### src/tdh_pkg.sv
/*
  Shared constants and types for the display host port: I/O codes, command bit positions,
  control codes, page geometry and timing counts.
  Assumes a single 40 MHz clock.
*/
`default_nettype none
package tdh_pkg;
  localparam logic [7:0] IO_SER_DATA = 8'hE4;
  localparam logic [7:0] IO_MEM = 8'hE5;
  localparam logic [7:0] IO_KEY_RAW = 8'hE6;
  localparam logic [7:0] IO_LINE = 8'hE7;
  localparam logic [7:0] IO_REQ_WORD = 8'hF6;
  localparam logic [7:0] IO_SER_FLAGS = 8'hF7;
  localparam int CMD_BIT_LINE = 0;
  localparam int CMD_BIT_TRANS = 1;
  localparam int CMD_BIT_CLEAR = 2;
  localparam int CMD_BIT_TXEN = 3;
  localparam int ATTR_BIT = 7;
  localparam logic [7:0] CC_ERASE_LINE = 8'h04;
  localparam logic [7:0] CC_LF = 8'h0A;
  localparam logic [7:0] CC_CR = 8'h0D;
  localparam logic [7:0] CC_UNDERLINE = 8'h0E;
  localparam logic [7:0] CC_NORMAL = 8'h0F;
  localparam logic [7:0] CC_CURSOR_LOAD = 8'h10;
  localparam logic [7:0] CC_ERASE_PAGE = 8'h19;
  localparam logic [7:0] CC_HOME = 8'h1D;
  localparam logic [7:0] CC_FIRST_PRINT = 8'h20;
  localparam logic [7:0] SPACE_CODE = 8'h20;
  localparam int COLS = 80;
  localparam logic [6:0] LAST_COL = 7'h4F;
  localparam logic [4:0] LAST_LINE = 5'h18;
  localparam logic [10:0] PAGE_LAST_ADDR = 11'h7CF;
  localparam int CLK_PERIOD_PS = 25000;
  localparam longint RTC_PERIOD_PS = 64'd19985795400;
  localparam int RTC_CYC = int'(RTC_PERIOD_PS / CLK_PERIOD_PS);
  localparam int PAGE_ERASE_MAX_NS = 1400000;
  localparam int PAGE_ERASE_MAX_CYC = PAGE_ERASE_MAX_NS / (CLK_PERIOD_PS / 1000);
  localparam int LINE_ERASE_MAX_NS = 100000;
  localparam int LINE_ERASE_MAX_CYC = LINE_ERASE_MAX_NS / (CLK_PERIOD_PS / 1000);
  typedef enum logic [1:0] {
    CMD_IDLE = 2'h0,
    CMD_LINE_NEXT = 2'h1,
    CMD_COL_NEXT = 2'h3,
    CMD_ERASING = 2'h2
  } tdh_cmd_t;
  typedef enum logic [2:0] {
    ATTR_NORMAL = 3'h0,
    ATTR_LOW = 3'h1,
    ATTR_BLINK = 3'h2,
    ATTR_INVERT = 3'h3,
    ATTR_UNDERLINE = 3'h4,
    ATTR_INVISIBLE = 3'h5
  } tdh_attr_t;
endpackage
`default_nettype wire

### src/tdh_host_port.sv
/*
  Processor-facing parallel I/O port of the display terminal logic: serial data and flags,
  keyboard, line handshake, character memory with cursor, erase engine, timer tick.
  Assumes one I/O access per cycle, memory read data valid for mem_addr_out in the same cycle.
*/
`timescale 1ns/1ps
`default_nettype none
module tdh_host_port
  import tdh_pkg::*;
#(
  parameter int RTC_CYCLES = RTC_CYC,
  parameter int PAGE_ERASE_LIMIT = PAGE_ERASE_MAX_CYC
)(
  input wire logic clk_in,
  input wire logic nrst_in,
  input wire logic [7:0] io_addr_in,
  input wire logic [7:0] io_wdata_in,
  input wire logic io_wr_in,
  input wire logic io_rd_in,
  output logic [7:0] io_rdata_out,
  output logic io_rvalid_out,
  input wire logic [7:0] ser_rx_data_in,
  input wire logic rx_byte_available_in,
  input wire logic tx_buffer_empty_in,
  input wire logic rx_parity_error_in,
  input wire logic rx_overrun_in,
  input wire logic rx_framing_error_in,
  output logic [7:0] ser_tx_data_out,
  output logic ser_tx_load_out,
  output logic ser_rx_ack_out,
  input wire logic [6:0] key_code_in,
  input wire logic key_byte_available_in,
  output logic key_ack_out,
  input wire logic connect_set_to_line_n_in,
  input wire logic set_ready_n_in,
  input wire logic request_send_n_in,
  input wire logic ready_for_sending_n_in,
  input wire logic carrier_detect_n_in,
  input wire logic line_ring_indicator_n_in,
  output logic host_line_control_out,
  output logic host_transmit_control_out,
  output logic host_clear_out,
  output logic tx_empty_irq_switch_out,
  input wire logic mem_busy_in,
  input wire logic [7:0] mem_rdata_in,
  output logic [10:0] mem_addr_out,
  output logic [7:0] mem_wdata_out,
  output logic mem_we_out,
  output logic scroll_up_out,
  output logic [2:0] attr_mode_out,
  output logic rtc_irq_out,
  output logic svc_irq_out
);
  typedef struct packed {
    tdh_cmd_t cmd;
    logic [4:0] line;
    logic [6:0] col;
    logic underline;
    logic wbusy;
    logic mbusy;
    logic txen;
    logic [2:0] cmd_bits;
    logic [10:0] er_addr;
    logic [10:0] er_last;
    tdh_attr_t attr;
    logic [19:0] rtc_cnt;
    logic [7:0] rdata;
    logic rvalid;
    logic [10:0] mem_addr;
    logic [7:0] mem_wdata;
    logic mem_we;
    logic scroll;
    logic [7:0] tx_data;
    logic tx_load;
    logic rx_ack;
    logic key_ack;
    logic rtc_irq;
    logic svc_irq;
  } tdh_state_t;

  localparam logic [19:0] RTC_LAST = 20'(RTC_CYCLES - 1);

  logic [1:0] rst_sync_q;
  logic rst_n;
  tdh_state_t st_q;
  tdh_state_t st_d;
  logic [12:0] adv;

  always_ff @(posedge clk_in or negedge nrst_in)
  begin
    if (!nrst_in)
      rst_sync_q <= 2'h0;
    else
      rst_sync_q <= {rst_sync_q[0], 1'b1};
  end
  assign rst_n = rst_sync_q[1];

  function automatic logic [10:0] addr_of(input logic [4:0] ln, input logic [6:0] cl);
    addr_of = 11'(int'(ln) * COLS + int'(cl));
  endfunction

  // Returns {scroll, line, col}; roll selects scrolling on writes or home wrap on reads.
  function automatic logic [12:0] advance(input logic [4:0] ln, input logic [6:0] cl,
                                          input logic roll);
    if (cl != LAST_COL)
      advance = {1'b0, ln, 7'(cl + 7'h01)};
    else if (ln != LAST_LINE)
      advance = {1'b0, 5'(ln + 5'h01), 7'h00};
    else if (roll)
      advance = {1'b1, ln, 7'h00};
    else
      advance = 13'h0000;
  endfunction

  function automatic tdh_attr_t attr_of(input logic [2:0] b);
    unique case (b)
      3'h2: attr_of = ATTR_LOW;
      3'h3: attr_of = ATTR_BLINK;
      3'h4: attr_of = ATTR_INVERT;
      3'h5: attr_of = ATTR_UNDERLINE;
      3'h6: attr_of = ATTR_INVISIBLE;
      default: attr_of = ATTR_NORMAL;
    endcase
  endfunction

  function automatic logic [7:0] req_of(input logic mb, input logic wb, input logic en);
    req_of = {2'h0, !line_ring_indicator_n_in, mb, wb, key_byte_available_in,
              rx_byte_available_in, tx_buffer_empty_in & en};
  endfunction

  always_comb
  begin
    st_d = st_q;
    st_d.rvalid = 1'b0;
    st_d.mem_we = 1'b0;
    st_d.scroll = 1'b0;
    st_d.tx_load = 1'b0;
    st_d.rx_ack = 1'b0;
    st_d.key_ack = 1'b0;
    st_d.rtc_irq = 1'b0;
    adv = 13'h0000;
    if (st_q.rtc_cnt >= RTC_LAST)
    begin
      st_d.rtc_cnt = 20'h00000;
      st_d.rtc_irq = 1'b1;
    end
    else
      st_d.rtc_cnt = st_q.rtc_cnt + 20'h00001;
    if (st_q.cmd == CMD_ERASING && !mem_busy_in)
    begin
      st_d.mem_we = 1'b1;
      st_d.mem_addr = st_q.er_addr;
      st_d.mem_wdata = SPACE_CODE;
      if (st_q.er_addr == st_q.er_last)
        st_d.cmd = CMD_IDLE;
      else
        st_d.er_addr = st_q.er_addr + 11'h001;
    end
    if (io_rd_in)
    begin
      st_d.rvalid = 1'b1;
      st_d.rdata = 8'h00;
      case (io_addr_in)
        IO_SER_DATA:
        begin
          st_d.rdata = ser_rx_data_in;
          st_d.rx_ack = 1'b1;
        end
        IO_MEM:
          if (mem_busy_in || st_q.cmd == CMD_ERASING)
            st_d.mbusy = 1'b1;
          else
          begin
            st_d.rdata = mem_rdata_in;
            adv = advance(st_q.line, st_q.col, 1'b0);
            st_d.line = adv[11:7];
            st_d.col = adv[6:0];
          end
        IO_KEY_RAW:
        begin
          st_d.rdata = {1'b0, key_code_in};
          st_d.key_ack = 1'b1;
        end
        IO_LINE:
          st_d.rdata = {2'h0, line_ring_indicator_n_in, carrier_detect_n_in,
                        ready_for_sending_n_in, request_send_n_in, set_ready_n_in,
                        connect_set_to_line_n_in};
        IO_REQ_WORD:
        begin
          st_d.rdata = req_of(st_q.mbusy, st_q.wbusy, st_q.txen);
          st_d.wbusy = 1'b0;
          st_d.mbusy = 1'b0;
        end
        IO_SER_FLAGS:
          st_d.rdata = {2'h0, rx_framing_error_in, rx_overrun_in, rx_parity_error_in,
                        st_q.txen, rx_byte_available_in, tx_buffer_empty_in};
        default:
          st_d.rvalid = 1'b0;
      endcase
    end
    else if (io_wr_in)
    begin
      case (io_addr_in)
        IO_SER_DATA:
          if (!tx_buffer_empty_in)
            st_d.wbusy = 1'b1;
          else
          begin
            st_d.tx_data = io_wdata_in;
            st_d.tx_load = 1'b1;
          end
        IO_LINE:
        begin
          st_d.cmd_bits = io_wdata_in[CMD_BIT_CLEAR:CMD_BIT_LINE];
          st_d.txen = io_wdata_in[CMD_BIT_TXEN];
        end
        IO_MEM, IO_KEY_RAW:
          if (st_q.cmd == CMD_ERASING)
            st_d.wbusy = 1'b1;
          else if (io_addr_in == IO_MEM && st_q.cmd == CMD_LINE_NEXT)
          begin
            st_d.line = io_wdata_in[4:0];
            st_d.cmd = CMD_COL_NEXT;
          end
          else if (io_addr_in == IO_MEM && st_q.cmd == CMD_COL_NEXT)
          begin
            st_d.col = io_wdata_in[6:0];
            st_d.cmd = CMD_IDLE;
          end
          else if (io_addr_in == IO_MEM && io_wdata_in < CC_FIRST_PRINT)
          begin
            case (io_wdata_in)
              CC_CURSOR_LOAD:
                st_d.cmd = CMD_LINE_NEXT;
              CC_ERASE_LINE:
              begin
                st_d.er_addr = addr_of(st_q.line, 7'h00);
                st_d.er_last = addr_of(st_q.line, LAST_COL);
                st_d.col = 7'h00;
                st_d.cmd = CMD_ERASING;
              end
              CC_ERASE_PAGE:
              begin
                st_d.er_addr = 11'h000;
                st_d.er_last = PAGE_LAST_ADDR;
                st_d.line = 5'h00;
                st_d.col = 7'h00;
                st_d.attr = ATTR_NORMAL;
                st_d.cmd = CMD_ERASING;
              end
              CC_UNDERLINE:
                st_d.underline = 1'b1;
              CC_NORMAL:
                st_d.underline = 1'b0;
              CC_CR:
                st_d.col = 7'h00;
              CC_LF:
                if (st_q.line == LAST_LINE)
                  st_d.scroll = 1'b1;
                else
                  st_d.line = st_q.line + 5'h01;
              CC_HOME:
              begin
                st_d.line = 5'h00;
                st_d.col = 7'h00;
              end
              default:
                st_d.cmd = st_q.cmd;
            endcase
          end
          else if (mem_busy_in)
            st_d.wbusy = 1'b1;
          else
          begin
            st_d.mem_we = 1'b1;
            st_d.mem_addr = addr_of(st_q.line, st_q.col);
            st_d.mem_wdata = {io_wdata_in[ATTR_BIT] | st_q.underline, io_wdata_in[6:0]};
            if (st_d.mem_wdata[ATTR_BIT])
              st_d.attr = attr_of(io_wdata_in[6:4]);
            adv = advance(st_q.line, st_q.col, 1'b1);
            st_d.scroll = adv[12];
            st_d.line = adv[11:7];
            st_d.col = adv[6:0];
          end
        default:
          st_d.cmd = st_q.cmd;
      endcase
    end
    // The address idles on the cursor so a read sees the cursor cell with no extra cycle.
    if (!st_d.mem_we)
      st_d.mem_addr = addr_of(st_d.line, st_d.col);
    st_d.svc_irq = |req_of(st_d.mbusy, st_d.wbusy, st_d.txen);
  end

  always_ff @(posedge clk_in or negedge rst_n)
  begin
    if (!rst_n)
      st_q <= '0;
    else
      st_q <= st_d;
  end

  assign io_rdata_out = st_q.rdata;
  assign io_rvalid_out = st_q.rvalid;
  assign ser_tx_data_out = st_q.tx_data;
  assign ser_tx_load_out = st_q.tx_load;
  assign ser_rx_ack_out = st_q.rx_ack;
  assign key_ack_out = st_q.key_ack;
  assign host_line_control_out = st_q.cmd_bits[CMD_BIT_LINE];
  assign host_transmit_control_out = st_q.cmd_bits[CMD_BIT_TRANS];
  assign host_clear_out = st_q.cmd_bits[CMD_BIT_CLEAR];
  assign tx_empty_irq_switch_out = st_q.txen;
  assign mem_addr_out = st_q.mem_addr;
  assign mem_wdata_out = st_q.mem_wdata;
  assign mem_we_out = st_q.mem_we;
  assign scroll_up_out = st_q.scroll;
  assign attr_mode_out = st_q.attr;
  assign rtc_irq_out = st_q.rtc_irq;
  assign svc_irq_out = st_q.svc_irq;

  // Helper timing of the erase engine, read only by the checks below.
  int er_cyc_q;
  logic er_page_q;
  always_ff @(posedge clk_in or negedge rst_n)
  begin
    if (!rst_n)
    begin
      er_cyc_q <= 0;
      er_page_q <= 1'b0;
    end
    else
    begin
      er_cyc_q <= (st_q.cmd == CMD_ERASING) ? er_cyc_q + 1 : 0;
      if (st_q.cmd != CMD_ERASING)
        er_page_q <= (st_d.er_last == PAGE_LAST_ADDR);
    end
  end
endmodule // tdh_host_port
`default_nettype wire

### config.mk
export PLATFORM = sky130hd
export DESIGN_NAME = tdh_host_port
export DESIGN_NICKNAME = d
export VERILOG_FILES = /design/src/tdh_pkg.sv /design/src/tdh_host_port.sv
export SDC_FILE = /design/constraint.sdc
export NUM_CORES = 1
export LEC_CHECK = 0
export BUFFER_PORTS_ARGS = -buffer_cell sky130_fd_sc_hd__clkbuf_2
export CAP_MARGIN = 20
export CORE_ASPECT_RATIO = 0.5
export CORE_MARGIN = 2
export CORE_UTILIZATION = 58
export DETAILED_ROUTE_END_ITERATION = 8
export PLACE_DENSITY = 0.81
export SYNTH_ARGS = -nofsm -noshare
export SYNTH_HDL_FRONTEND = slang
export SYNTH_SLANG_ARGS = --single-unit
### constraint.sdc
create_clock -name clk_in -period 4.5 [get_ports clk_in]
set_input_delay 0.9 -clock clk_in [delete_from_list [all_inputs] [get_ports clk_in]]
set_output_delay 0.9 -clock clk_in [all_outputs]
set_load 0.01 [all_outputs]
==> impl_metrics.py <==
metrics = {
    "grt": {
        "use_met1_pct": 43.66,
        "grt_max_degree": 68,
        "grt_util_met2_pct": 51.36,
        "top_usage_layer": "met2",
        "grt_pass1_vias": 6927,
        "grt.total_usage_pct": 32.33,
        "use_met3_pct": 7.551,
        "grt-ovfl-total": 0,
        "antenna_found_initial": 0,
        "grt_pass1_wl_mm": 34.73,
    },
    "clock_tree": {
        "clk_latency_ps": 360,
        "cts_buffers": 9,
        "clock-sinks": 108,
        "cts_root_buffer": "clkbuf_16",
        "clk_pin_slew_ps": 80,
        "clockBufferDepth": 2,
        "post-cts-setup-buffers": 0,
        "htreeDepth": 3,
        "cts_tree": "yes",
    },
    "placement": {
        "portBuffers": 105,
        "dp_hpwl_mm": 16.20,
        "gp_congestion": 1.039,
        "dp_cells": 1117,
    },
    "floorplan": {
        "die_w_um": 163.3,
        "io_pins": 106,
        "start_util_pct": 58.75,
        "coreArea_um2": 12520,
        "fp.dieH_um": 83.63,
        "fp-row-count": 29,
        "dieArea_um2": 13650,
    },
    "finish": {
        "drive_above_1_share_pct": 26.69,
        "layoutNonFillerInstCount": 1133,
        "most-common-layout-cells": "dfrtp_1 (107), clkbuf_2 (105), buf_4 (88), nand2_1 (86), nor2_1 (84)",
        "syn2layout_area_growth_pct": 17.47,
        "nets": 1044,
        "layout_commonest_cell": "dfrtp_1",
        "diodes": 0,
    },
    "timing": {
        "period_share_pct": 94.24,
        "final.setup_skew_ps": 13.15,
        "worst_slew_pin_slew_ps": 978.4,
        "slew_headroom_pct": 34.42,
        "period_needed_ps": 4241,
        "drv_slew": 0,
        "finalHoldViolCount": 0,
        "whs_ps": 307.8,
        "max_freq_mhz": 235.8,
        "setup_viol_count_final": 0,
        "rsz0062_at_grt": "no",
    },
    "critical_path": {
        "cp.arrival_ps": 4490,
        "crit_path_start_kind": "input port",
        "cp.required_ps": 4750,
        "critical_path.endpoint_type": "register",
        "r2r_cells": 16,
        "critPathKind": "input port to register",
        "crit_fanout": 6,
    },
    "synth": {
        "synth_edf_count": 0,
        "synth_area_um2": 7355,
        "synth-seq-cells": 108,
        "seq_area_frac_synth_pct": 36.75,
        "synth_top_family_by_area": "simple AND/OR/NAND/NOR gates",
        "yosys.area_share.simple_pct": 20.84,
        "synth_flop_cell": "dfrtp_1",
        "synth.area.top_cells": "dfrtp_1 (37%), ha_1 (4.4%), nand2_1 (4.4%), nor2_1 (4.3%), buf_4 (4.1%)",
        "synthArstFlopShare_pct": 100.0,
        "synth_cell_type_count": 81,
        "synthMuxAreaShare_pct": 3.743,
        "synth_xor_area_share_pct": 6.788,
        "synth_top_area_share_pct": 36.75,
        "syn_area_per_cell_um2": 8.861,
        "yosysTopAreaCell": "dfrtp_1",
        "syn_nets": 916,
        "synthAdderAreaFrac_pct": 5.512,
        "synth-compound-area-share_pct": 18.66,
        "syn_inst": 830,
        "ys_warn_count": 0,
    },
    "outcome": {
        "status": "completed",
    },
    "routing": {
        "wl_per_cell_um": 18.82,
        "wirelength_mm": 21.33,
        "vias_per_cell": 6.046,
        "via_count": 6850,
        "drc": 0,
        "ant_nets": 0,
        "drtIter0Drc": 560,
        "dr.pass1.iters": 5,
    },
    "job": {
        "drv_cap": 0,
    },
    "worst_hold_path": {
        "holdCritPathClass": "input port to asynchronous set/reset pin",
    },
    "power": {
        "leakage_nw": 4.054,
        "ir_drop_mv": 0.2128,
        "p_total_w": 0.003155,
        "power.density_nw_per_um2": 365.2,
    },
}
==> final timing paths <==
path                                      from               end  slack (ps)
max in group asynchronous        rst_sync_q[1]          st_q[56]        2960
worst max-delay path            io_wdata_in[7]  mem_addr_out[10]         260
worst min-delay path                   nrst_in     rst_sync_q[1]         310
worst max register to register        st_q[96]  mem_addr_out[10]         350
min in group clk_in              rst_sync_q[0]     rst_sync_q[1]         360
worst min register to register   rst_sync_q[0]     rst_sync_q[1]         360
==> kinds of logic (layout without fill, tap and decap cells) <==
group,after synthesis,after routing
muxes,26,26
xor gates and xnor gates,57,57
other,1,1
AOI/OAI and AO/OA,205,205
DFF,108,108
buffers and inverters,102,235
adders and majority gates,30,30
and+or+nand+nor,301,301
==> repair_timing <==
action | CTS | global route
hold buffers | 0 | 0
resized for setup | 0 | 7
setup endpoints to repair | 0 | 1
==> state kept, by name (all words and copies together), names as in the netlist, 2 cells and up, named ones only <==
signal           cells
ser_tx_data_out      8
mem_addr_out        11
io_rdata_out         8
rst_sync_q           2
attr_mode_out        3
st_q                56
==> Yosys cell counts (8+ instances only) <==
| cell | number |
|---|---|
| inv_1 | 24 |
| ha_1 | 26 |
| buf_4 | 40 |
| buf_2 | 10 |
| a22o_1 | 8 |
| dfrtp_1 | 108 |
| xnor2_1 | 30 |
| mux2i_1 | 14 |
| o21ai_0 | 54 |
| mux2_2 | 12 |
| xor2_1 | 27 |
| nand2_1 | 86 |
| nor2_1 | 84 |
| and3_1 | 12 |
| clkbuf_1 | 24 |
| nand4_1 | 11 |
| nand3_1 | 27 |
| nor2b_1 | 9 |
| a21oi_1 | 48 |
| nor3_1 | 16 |
| o2bb2ai_1 | 8 |
==> power by group <==
part / total (W) / internal, W / switching (W)
clock network: 0.000797 / 0.000400 / 0.000397
logic: 0.00119 / 0.000557 / 0.000634
registers: 0.00117 / 0.00106 / 0.000107
total: 0.00315 / 0.00202 / 0.00114
==> critical path, stage by stage <==
cell	delay, ps
clkbuf_2	130
nor3_1	190
buf_4	150
nand3_1	210
o21ai_1	310
o211ai_1	190
a221oi_1	360
a21oi_1	110
buf_4	170
ha_1	210
fa_1	400
a21o_1	210
nor2b_2	160
nor2b_1	130
a222oi_1	340
xnor2_1	130
a21o_1	180
==> final cells by class <==
cell class,count,area (um^2)
Timing Repair Buffer,195,1217
Sequential cell,108,2706
Clock buffer,11,242.7
Inverter,24,90.09
Clock inverter,5,46.29
Tap cell,170,212.7
Fill cell,1030,3879
Multi-Input combinational cell,620,4124
==> per-stage QoR <==
step | worst slack (ps) | TNS [ps] | util [%] | instance area, um^2
final | 259.4 | 0 | 69.02 | 8640
after global routing | 7.593 | 0 | 69.02 | 8640
after CTS | 153.2 | 0 | 68.76 | 8607
after detailed placement | -214.8 | -214.8 | 66.45 | 8318
after global placement | -196.4 | -196.4 | 66.36 | 8307
after floorplan | -69.93 | -69.93 | - | 7363
==> routing by layer <==
layer  vias up  part of all wire, %  routed length (um)
li1       3178                    -                   -
met1      3305                   43                9107
met2       326                   46                9788
met3        41                  9.2                1965
met4         0                  2.2                 463
met5         -                    0                   0
Power figures use the tool's default switching activity.
